--- config.mk ---
export PLATFORM = sky130hd
export DESIGN_NAME = utp_cell_ports
export DESIGN_NICKNAME = d
export VERILOG_FILES = /design/src/utp_pkg.sv /design/src/utp_fifo.sv /design/src/utp_cell_ports.sv
export SDC_FILE = /design/constraint.sdc
export NUM_CORES = 1
export LEC_CHECK = 0
export ABC_AREA = 1
export ABC_CLOCK_PERIOD_IN_PS = 5400
export BUFFER_PORTS_ARGS = -buffer_cell sky130_fd_sc_hd__buf_2
export CORE_MARGIN = 10
export CORE_UTILIZATION = 37
export DETAILED_ROUTE_END_ITERATION = 6
export PLACE_DENSITY = 0.51
export SLEW_MARGIN = 20
export SYNTH_ARGS = -nofsm -noshare
export SYNTH_HDL_FRONTEND = slang
export SYNTH_SLANG_ARGS = --single-unit
--- constraint.sdc ---
create_clock -name i_ref_clk -period 5.4 [get_ports i_ref_clk]
set_clock_uncertainty 0.05 [all_clocks]
set_input_delay 0.27 -clock i_ref_clk [delete_from_list [all_inputs] [get_ports i_ref_clk]]
set_output_delay 0.27 -clock i_ref_clk [all_outputs]
set_load 0.02 [all_outputs]
--- src/utp_pkg.sv ---
package utp_pkg;
	// clock figures
	localparam int REF_CLK_MHZ     = 40;
	localparam int TX_LINK_MAX_MHZ = 25;
	// fastest legal half period of the transmit link clock, in reference cycles
	localparam int TX_HALF_RAW     = (REF_CLK_MHZ + 2 * TX_LINK_MAX_MHZ - 1)
	                                 / (2 * TX_LINK_MAX_MHZ);
	localparam int TX_HALF_MIN     = (TX_HALF_RAW < 1) ? 1 : TX_HALF_RAW;
	// cell framing
	localparam int CELL_BYTES      = 53;
	localparam int IDX_W           = 6;
	localparam logic [IDX_W-1:0] IDX_ZERO = 6'h00;
	localparam logic [IDX_W-1:0] IDX_ONE  = 6'h01;
	localparam logic [IDX_W-1:0] IDX_LAST = 6'h34;
	localparam logic [IDX_W-1:0] IDX_FULL = 6'h35;
	// rate select width and fifo defaults
	localparam int RATE_W          = 4;
	localparam int SEG_FIFO_DEPTH  = 32;
	localparam logic [7:0] BYTE_ZERO = 8'h00;

	// one byte of a cell with its start marker
	typedef struct packed {
		logic       soc;
		logic [7:0] data;
	} utp_byte_t;

	localparam int BYTE_T_W = $bits(utp_byte_t);

	// transmit merge states, gray along idle -> seg -> aux
	typedef enum logic [1:0] {
		TX_IDLE = 2'b00,
		TX_SEG  = 2'b01,
		TX_AUX  = 2'b11
	} utp_tx_state_t;
endpackage

--- src/utp_fifo.sv ---
`timescale 1ns/1ps
module utp_fifo
	import utp_pkg::*;
#(
	parameter int WIDTH = BYTE_T_W,
	parameter int DEPTH = SEG_FIFO_DEPTH
)(
	input  wire logic             i_clk,     // reference clock
	input  wire logic             i_rst,     // async reset, high
	input  wire logic             i_wvalid,  // write side valid
	input  wire logic [WIDTH-1:0] i_wdata,   // write word
	output logic                  o_wready,  // not full
	output logic                  o_rvalid,  // not empty
	output logic [WIDTH-1:0]      o_rdata,   // head word
	input  wire logic             i_rready   // read side pop
);
	localparam int AW = $clog2(DEPTH);
	localparam logic [AW:0] CNT_DEPTH = (AW+1)'(DEPTH);
	localparam logic [AW:0] CNT_ONE   = (AW+1)'(1);

	logic [WIDTH-1:0] mem [DEPTH];
	logic [AW-1:0]    wptr, rptr, next_wptr, next_rptr;
	logic [AW:0]      cnt, next_cnt;
	logic             next_full, next_empty, full, empty, push, pop;
	logic             room;

	// pointer, count and registered flags
	always_comb
	begin
		push       = i_wvalid && !full;
		pop        = i_rready && !empty;
		next_wptr  = push ? AW'(wptr + 1'b1) : wptr;
		next_rptr  = pop ? AW'(rptr + 1'b1) : rptr;
		next_cnt   = cnt;
		if (push && !pop)
			next_cnt = cnt + CNT_ONE;
		else if (pop && !push)
			next_cnt = cnt - CNT_ONE;
		next_full  = (next_cnt == CNT_DEPTH);
		next_empty = (next_cnt == '0);
	end

	always_ff @(posedge i_clk or posedge i_rst)
	begin
		if (i_rst)
		begin
			wptr  <= '0;
			rptr  <= '0;
			cnt   <= '0;
			full  <= 1'b0;
			empty <= 1'b1;
			room  <= 1'b1;
		end
		else
		begin
			wptr  <= next_wptr;
			rptr  <= next_rptr;
			cnt   <= next_cnt;
			full  <= next_full;
			empty <= next_empty;
			room  <= !next_full;
		end
	end

	// storage, no reset needed
	always_ff @(posedge i_clk)
	begin
		if (push)
			mem[wptr] <= i_wdata;
	end

	assign o_wready = room;
	assign o_rvalid = !empty;
	assign o_rdata  = mem[rptr];
endmodule

--- src/utp_cell_ports.sv ---
`timescale 1ns/1ps
// Function
// transmit byte bus carries each cell byte, bit 7 most significant.
// transmit cell start high exactly with the first byte of a cell.
// transmit valid_n low while data valid, high otherwise.
// start a transmit cell only while the phy room flag is high.
// transmit link clock made here, selectable rate, at most 25 MHz.
// transmit parity is odd parity over the eight data bits.
// phy drives received bytes on receive bus, bit 7 most significant.
// phy marks first received byte with receive cell start.
// receive signals sampled at the link edge after enable_n low.
// receive enable_n may be held low permanently.
// phy raises cell ready when a whole cell waits.
// receive link clock comes from outside, or from our transmit clock; here only the external i_main_rx_link_clock is used.
// external sar drives aux bytes, bit 7 most significant.
// external sar marks first aux byte with aux cell start.
// aux bytes captured only while aux valid_n is low.
// aux room flag high only while a whole cell fits.
// aux transfers ride the externally supplied aux link clock.
// aux port behaves as a phy toward the external sar.
// merge segmenter and aux cells; segmenter equal or higher priority.
// each cell is 53 contiguous bytes from its start byte; a segmenter cell pauses, valid_n high, while the fifo is empty.
// each link sampled or generated, crossed safely into reference clock.
module utp_cell_ports
	import utp_pkg::*;
#(
	parameter int FIFO_DEPTH = SEG_FIFO_DEPTH
)(
	input  wire logic              i_ref_clk,            // 40 MHz reference
	input  wire logic              i_rst,                // async reset, high
	input  wire logic [RATE_W-1:0] i_tx_rate_sel,        // tx clock half period - min
	input  wire logic              i_seg_high_prio,      // 1: segmenter wins
	input  wire logic              i_seg_valid,          // segmenter byte valid
	input  wire utp_byte_t         i_seg_byte,           // segmenter byte
	output logic                   o_seg_ready,          // fifo has room
	output logic [7:0]             o_main_tx_byte_bus,   // to phy
	output logic                   o_main_tx_cell_start, // first byte marker
	output logic                   o_main_tx_valid_n,    // low = data valid
	output logic                   o_main_tx_odd_parity, // odd parity
	output logic                   o_main_tx_link_clock, // generated clock
	input  wire logic              i_main_tx_room_flag,  // phy can take a cell
	input  wire logic [7:0]        i_main_rx_byte_bus,   // from phy
	input  wire logic              i_main_rx_cell_start, // first byte marker
	input  wire logic              i_main_rx_enable_n,   // low = sample next
	input  wire logic              i_main_rx_cell_ready, // phy has a cell
	input  wire logic              i_main_rx_link_clock, // receive clock
	output utp_byte_t              o_rx_byte,            // received byte
	output logic                   o_rx_valid,           // one-cycle pulse
	output logic                   o_rx_cell_ready,      // synced cell ready
	input  wire logic [7:0]        i_aux_in_byte_bus,    // from external sar
	input  wire logic              i_aux_in_cell_start,  // first byte marker
	input  wire logic              i_aux_in_valid_n,     // low = data valid
	input  wire logic              i_aux_in_link_clock,  // aux clock
	output logic                   o_aux_in_room_flag    // room for a cell
);
	localparam int SW = 24;

	// two-flop synchronisers for every pin input
	logic [SW-1:0] s1, s2;
	always_ff @(posedge i_ref_clk or posedge i_rst)
	begin
		if (i_rst)
		begin
			s1 <= '0;
			s2 <= '0;
		end
		else
		begin
			s1 <= {i_main_rx_link_clock, i_main_rx_enable_n, i_main_rx_cell_start,
			       i_main_rx_cell_ready, i_main_rx_byte_bus, i_aux_in_link_clock,
			       i_aux_in_valid_n, i_aux_in_cell_start, i_aux_in_byte_bus,
			       i_main_tx_room_flag};
			s2 <= s1;
		end
	end

	logic       rx_clk_s, rx_en_n_s, rx_soc_s, rx_rdy_s, aux_clk_s, aux_vn_s, aux_soc_s;
	logic       room_s;
	logic [7:0] rx_dat_s, aux_dat_s;
	assign {rx_clk_s, rx_en_n_s, rx_soc_s, rx_rdy_s, rx_dat_s, aux_clk_s,
	        aux_vn_s, aux_soc_s, aux_dat_s, room_s} = s2;

	// edge detection on synchronised link clocks
	logic rx_clk_d, aux_clk_d, rx_rise, aux_rise;
	assign rx_rise  = rx_clk_s && !rx_clk_d;
	assign aux_rise = aux_clk_s && !aux_clk_d;

	// receive path: sample one link edge after enable_n seen low
	logic      rx_en_prev_n, next_rx_en_prev_n, next_rx_valid;
	utp_byte_t next_rx_byte;
	always_comb
	begin
		next_rx_en_prev_n = rx_rise ? rx_en_n_s : rx_en_prev_n;
		next_rx_valid     = rx_rise && !rx_en_prev_n;
		next_rx_byte      = next_rx_valid ? utp_byte_t'{soc: rx_soc_s, data: rx_dat_s}
		                                  : o_rx_byte;
	end

	always_ff @(posedge i_ref_clk or posedge i_rst)
	begin
		if (i_rst)
		begin
			rx_clk_d        <= 1'b0;
			aux_clk_d       <= 1'b0;
			rx_en_prev_n    <= 1'b1;
			o_rx_valid      <= 1'b0;
			o_rx_byte       <= '0;
			o_rx_cell_ready <= 1'b0;
		end
		else
		begin
			rx_clk_d        <= rx_clk_s;
			aux_clk_d       <= aux_clk_s;
			rx_en_prev_n    <= next_rx_en_prev_n;
			o_rx_valid      <= next_rx_valid;
			o_rx_byte       <= next_rx_byte;
			o_rx_cell_ready <= rx_rdy_s;
		end
	end

	// aux port: phy-like cell buffer, filled on the sar's clock edges
	logic [7:0]       aux_buf [CELL_BYTES];
	logic [IDX_W-1:0] aux_wr_idx, next_aux_wr_idx, tx_idx, next_tx_idx;
	logic             aux_full, next_aux_full, aux_we, aux_done;
	logic [IDX_W-1:0] aux_waddr;
	always_comb
	begin
		aux_we          = 1'b0;
		aux_waddr       = aux_wr_idx;
		next_aux_wr_idx = aux_wr_idx;
		next_aux_full   = aux_full;
		if (aux_rise && !aux_vn_s && !aux_full)
		begin
			aux_we = 1'b1;
			if (aux_soc_s)
				aux_waddr = IDX_ZERO;
			next_aux_wr_idx = aux_waddr + IDX_ONE;
			if (next_aux_wr_idx == IDX_FULL)
				next_aux_full = 1'b1;
		end
		if (aux_done)
		begin
			next_aux_full   = 1'b0;
			next_aux_wr_idx = IDX_ZERO;
		end
	end

	always_ff @(posedge i_ref_clk)
	begin
		if (aux_we)
			aux_buf[aux_waddr] <= aux_dat_s;
	end

	// segmenter fifo
	logic      fifo_rvalid, fifo_pop;
	utp_byte_t fifo_head;
	utp_fifo #(.WIDTH(BYTE_T_W), .DEPTH(FIFO_DEPTH)) u_seg_fifo (
		.i_clk    (i_ref_clk),
		.i_rst    (i_rst),
		.i_wvalid (i_seg_valid),
		.i_wdata  (i_seg_byte),
		.o_wready (o_seg_ready),
		.o_rvalid (fifo_rvalid),
		.o_rdata  (fifo_head),
		.i_rready (fifo_pop)
	);

	// transmit clock divider
	logic [RATE_W:0] div_cnt, next_div_cnt, half_m1;
	logic            next_tx_clk, fall_tick;
	always_comb
	begin
		half_m1      = (RATE_W+1)'(TX_HALF_MIN - 1) + {1'b0, i_tx_rate_sel};
		fall_tick    = 1'b0;
		next_tx_clk  = o_main_tx_link_clock;
		next_div_cnt = div_cnt + 1'b1;
		if (div_cnt >= half_m1)
		begin
			next_div_cnt = '0;
			next_tx_clk  = !o_main_tx_link_clock;
			fall_tick    = o_main_tx_link_clock;
		end
	end

	// transmit merge and byte emission, updated as the link clock falls
	utp_tx_state_t tx_st, next_tx_st;
	logic          last_aux, next_last_aux, pick_seg, pick_aux, seg_cell;
	logic          next_soc, next_vn;
	logic [7:0]    next_data;
	always_comb
	begin
		next_tx_st    = tx_st;
		next_tx_idx   = tx_idx;
		next_last_aux = last_aux;
		next_soc      = 1'b0;
		next_vn       = 1'b1;
		next_data     = o_main_tx_byte_bus;
		fifo_pop      = 1'b0;
		aux_done      = 1'b0;
		seg_cell      = fifo_rvalid && fifo_head.soc;
		pick_seg      = seg_cell && (!aux_full || i_seg_high_prio || last_aux);
		pick_aux      = aux_full && !pick_seg;
		if (fall_tick)
		begin
			case (tx_st)
				TX_IDLE:
				begin
					if (fifo_rvalid && !fifo_head.soc)
						fifo_pop = 1'b1;                       // drop stray bytes
					else if (room_s && pick_seg)
					begin
						fifo_pop   = 1'b1;
						next_data  = fifo_head.data;
						next_soc   = 1'b1;
						next_vn    = 1'b0;
						next_tx_idx   = IDX_ONE;
						next_tx_st    = TX_SEG;
						next_last_aux = 1'b0;
					end
					else if (room_s && pick_aux)
					begin
						next_data  = aux_buf[IDX_ZERO];
						next_soc   = 1'b1;
						next_vn    = 1'b0;
						next_tx_idx   = IDX_ONE;
						next_tx_st    = TX_AUX;
						next_last_aux = 1'b1;
					end
				end
				TX_SEG:
				begin
					if (fifo_rvalid)
					begin
						fifo_pop    = 1'b1;
						next_data   = fifo_head.data;
						next_vn     = 1'b0;
						next_tx_idx = tx_idx + IDX_ONE;
						if (tx_idx == IDX_LAST)
							next_tx_st = TX_IDLE;
					end
				end
				TX_AUX:
				begin
					next_data   = aux_buf[tx_idx];
					next_vn     = 1'b0;
					next_tx_idx = tx_idx + IDX_ONE;
					if (tx_idx == IDX_LAST)
					begin
						next_tx_st = TX_IDLE;
						aux_done   = 1'b1;
					end
				end
				default:
					next_tx_st = TX_IDLE;
			endcase
		end
		else
		begin
			next_soc = o_main_tx_cell_start;
			next_vn  = o_main_tx_valid_n;
		end
	end

	always_ff @(posedge i_ref_clk or posedge i_rst)
	begin
		if (i_rst)
		begin
			div_cnt              <= '0;
			o_main_tx_link_clock <= 1'b0;
			tx_st                <= TX_IDLE;
			tx_idx               <= IDX_ZERO;
			last_aux             <= 1'b0;
			aux_wr_idx           <= IDX_ZERO;
			aux_full             <= 1'b0;
			o_aux_in_room_flag   <= 1'b0;
			o_main_tx_byte_bus   <= BYTE_ZERO;
			o_main_tx_cell_start <= 1'b0;
			o_main_tx_valid_n    <= 1'b1;
			o_main_tx_odd_parity <= 1'b1;
		end
		else
		begin
			div_cnt              <= next_div_cnt;
			o_main_tx_link_clock <= next_tx_clk;
			tx_st                <= next_tx_st;
			tx_idx               <= next_tx_idx;
			last_aux             <= next_last_aux;
			aux_wr_idx           <= next_aux_wr_idx;
			aux_full             <= next_aux_full;
			o_aux_in_room_flag   <= !next_aux_full;
			o_main_tx_byte_bus   <= next_data;
			o_main_tx_cell_start <= next_soc;
			o_main_tx_valid_n    <= next_vn;
			o_main_tx_odd_parity <= ~^next_data;
		end
	end

	// helper: bytes sent since the last cell start
	logic [IDX_W-1:0] sent_cnt;
	always_ff @(posedge i_ref_clk or posedge i_rst)
	begin
		if (i_rst)
			sent_cnt <= IDX_ZERO;
		else if (fall_tick && !next_vn)
			sent_cnt <= next_soc ? IDX_ONE : sent_cnt + IDX_ONE;
	end
endmodule

==> reports/qor.csv <==
stage,metric,value,unit
die,fp.dieArea,104400,µm²
synth,post-synth-top-count-cell,edfxtp_1,
timing,fin_tns_setup,0,ps
place,hpwl,55.86,mm
drt,drtPass1Iterations,7,
drt,route.detailed.drc,4,
global_routing,antenna_found_initial,0,
drt,routed_wl,91.59,mm
run_status,violations,design-rule violations,
worst_hold_path,hp-class,in2reg,
timing,clock.fmax,257.3,MHz
synth,synth_top_area_share,62.89,%
cells_and_area,fillers,8535,
critical_path,reg2reg_depth,7,
die,start_util,37.20,%
clock_tree,cts-htree-levels,3,
worst_hold_path,hp-start,i_seg_valid,
clock_tree,cts_tree,done,
timing,tightest_slew,1145,ps
synth,synth_edf_count,712,
global_routing,overflow,0,
critical_path,start_kind,flop,
timing,relSlewSlack,23.67,%
global_routing,grt_pass1_vias,22004,
power_and_ir_drop,leakagePower,13.84,nW
die,die_w,323.1,µm
die,core-area,91390,µm²
clock_tree,cts_made_buffers,88,
synth,seq_area_frac_synth,71.38,%
power_and_ir_drop,ir_drop,467.6,µV
clock_tree,clkSlewWorstSetupHoldPaths,60,ps
run_status,outcome,"complete, but fails checks",
drt,drt_iter0_drc,2282,
critical_path,cp.required,5610,ps
critical_path,worstPathArrival,4100,ps
die,rows,111,
synth,synth_flop_cell,edfxtp_1,
drt,viasPerCell,5.242,
global_routing,grt_max_degree,214,
clock_tree,tritoncts_num_sinks,827,
critical_path,path_class,reg2reg,
synth,syn_area,34000,µm²
drt,via_count,22395,
cells_and_area,nets,3070,
die,die_h,323.1,µm
timing,rsz0062_at_grt,false,
critical_path,r2r_setup_slack,1510,ps
critical_path,critPathCaptureType,flop,
critical_path,reg2reg_from,s2[10],
synth,synth_largest_area_cell,edfxtp_1,
place,numPortBuffers,65,
clock_tree,clk_root_buffer_cell,clkbuf_16,
timing,final_max_slew_viol_count,0,
synth,synth_cell_types,46,
timing,final.min_clock_period,3887,ps
place,gp_congestion,0.9047,
global_routing,grt_util_all_layers,17.43,%
cells_and_area,drive_gt1_share,9.689,%
drt,ant_nets,0,
clock_tree,cts_buffer_depth,3,
critical_path,rr_endpoint,aux_buf[19][0],
synth,yosys_warnings,0,
synth,async_flop_share,13.91,%
synth,syn_avg_cell_area,11.57,µm²
timing,fin_hold_ws,133.3,ps
worst_hold_path,whs_path_depth,5,
synth,synthCells,2939,
worst_hold_path,whs_endpoint,u_seg_fifo.wptr[0],
timing,finalHoldViolations,0,
job,maxCapViolCount,0,
timing,setup_viol,0,
synth,synth_nets,2996,
synth,synth_area_leaders,"edfxtp_1, dfrtp_1, nor2_1",
synth,yosys-top-cells-count,"edfxtp_1, nor2_1, nand2_1",
timing,fin_crit_sh,71.97,%
clock_tree,clock_latency,640,ps
synth,ys_ff_latch,827,
die,ioPinCount,66,
clock_tree,cts.repair.resized,0,
cells_and_area,syn_to_final_growth,13.54,%
drt,wl_per_cell,21.44,µm
cells_and_area,n_antenna_cell,0,
global_routing,grt_pass1_wl,138.9,mm
power_and_ir_drop,power_density,517.0,nW/µm²
critical_path,crit_fanout,11,
==> power breakdown <==
part           internal [mW]  total, mW  leakage [nW]  switching, mW
clock                   3.50       6.02          1.39           2.51
sequential              7.30       7.67          7.75          0.376
combinational           1.74       6.27          4.69           4.53
==> per-layer routing <==
| metal | vias to the layer above | wire length [µm] | GRT usage [%] |
|---|---|---|---|
| met5 | - | 0 | 0 |
| met4 | 0 | 1875 | 4.579 |
| met3 | 125 | 6072 | 2.893 |
| met2 | 678 | 42740 | 27.76 |
| met1 | 11184 | 40900 | 24.54 |
| li1 | 10408 | - | - |
==> stage by stage <==
step / instance area, µm² / total power, mW / instances / setup slack (ps) / utilization [%]
after floorplan: 34000 / 11.89 / 2939 / 2044 / -
after global placement: 35480 / 13.99 / 4084 / 1722 / 38.82
after detailed placement: 35480 / 14.05 / 4084 / 1531 / 38.82
after CTS: 38600 / 20.09 / 4272 / 1528 / 42.24
after global routing: 38600 / 21.08 / 4272 / 1206 / 42.24
final: 38600 / 19.95 / 4272 / 1513 / 42.24
==> timing repair <==
| action | 4_1_cts | 5_1_grt |
|---|---|---|
| hold endpoints to repair | 100 | 0 |
| hold buffers | 25 | 0 |
| buffers inserted | 0 | 0 |
==> cells by family after synthesis <==
| kind of cell | share of synthesized area (%) |
|---|---|
| flops | 71.38 |
| xor+xnor | 0.4859 |
| fa+ha+maj | 0.5889 |
| buf+inv | 3.861 |
| simple gates | 14.54 |
| compound gates | 9.150 |
==> critical path, cell delays in order (launching register included) <==
cell and delay [ps]:
dfrtp_1 360, inv_1 50, nand3_1 100, nor2_1 560
clkinv_1 410, o21ai_0 560, nand3_1 640, nor2_1 760
==> layout make-up <==
type,instances,area [µm²],share of cell area [%]
flip-flops and latches,827,24290,62.92
repair buffers,131,945.9,2.451
multi-input cells,1811,8421,21.82
clock inverters,54,546.8,1.417
clock buffers,109,2322,6.017
well taps,1186,1484,3.845
inverters,154,590.6,1.530
==> cells in the final DEF, fill, tap and decap left out, types with 4 or more instances in the layout <==
cell | Yosys | layout
buf_4 | 14 | 36
nor3_1 | 9 | 9
clkinvlp_4 | 0 | 5
clkinv_2 | 0 | 15
bufinv_16 | 0 | 9
buf_2 | 72 | 65
inv_2 | 12 | 11
nor2_1 | 581 | 580
ha_1 | 16 | 16
o221ai_1 | 7 | 7
edfxtp_1 | 712 | 712
o21ai_0 | 359 | 359
o22ai_1 | 33 | 33
nand2_2 | 11 | 11
xor2_1 | 14 | 14
dfrtp_1 | 110 | 98
clkinv_1 | 6 | 24
a21oi_1 | 55 | 55
o21ai_1 | 13 | 13
nand4_1 | 11 | 11
inv_6 | 0 | 5
clkbuf_1 | 50 | 18
o211ai_1 | 82 | 82
inv_1 | 135 | 133
dfstp_2 | 5 | 5
clkbuf_16 | 0 | 89
nand3_1 | 136 | 136
dfrtp_2 | 0 | 9
buf_12 | 0 | 5
dlygate4sd3_1 | 0 | 25
nand2_1 | 447 | 447
nand2_4 | 4 | 4
==> registers in the layout (all words and copies together), names as in the netlist, 6 cells and up <==
register            flops
tx_idx                  6
aux_buf               424
o_rx_byte               9
o_main_tx_byte_bus      8
u_seg_fifo.mem        288
s2                     24
u_seg_fifo.cnt          6
s1                     24
aux_wr_idx              6
==> worst max-delay path by stage <==
| stage | from | end | slack (ps) | depth (start not counted) |
|---|---|---|---|---|
| floorplan | i_rst | aux_clk_d | 2040 | 1 |
| global placement | s2[10] | aux_buf[18][2] | 1720 | 7 |
| detailed placement | s2[10] | aux_buf[18][4] | 1530 | 7 |
| CTS | s2[10] | aux_buf[18][4] | 1530 | 7 |
| global route | s2[10] | aux_buf[18][6] | 1210 | 7 |
| finish | s2[10] | aux_buf[19][0] | 1510 | 7 |
No activity file was read; power rests on OpenSTA's default activity.
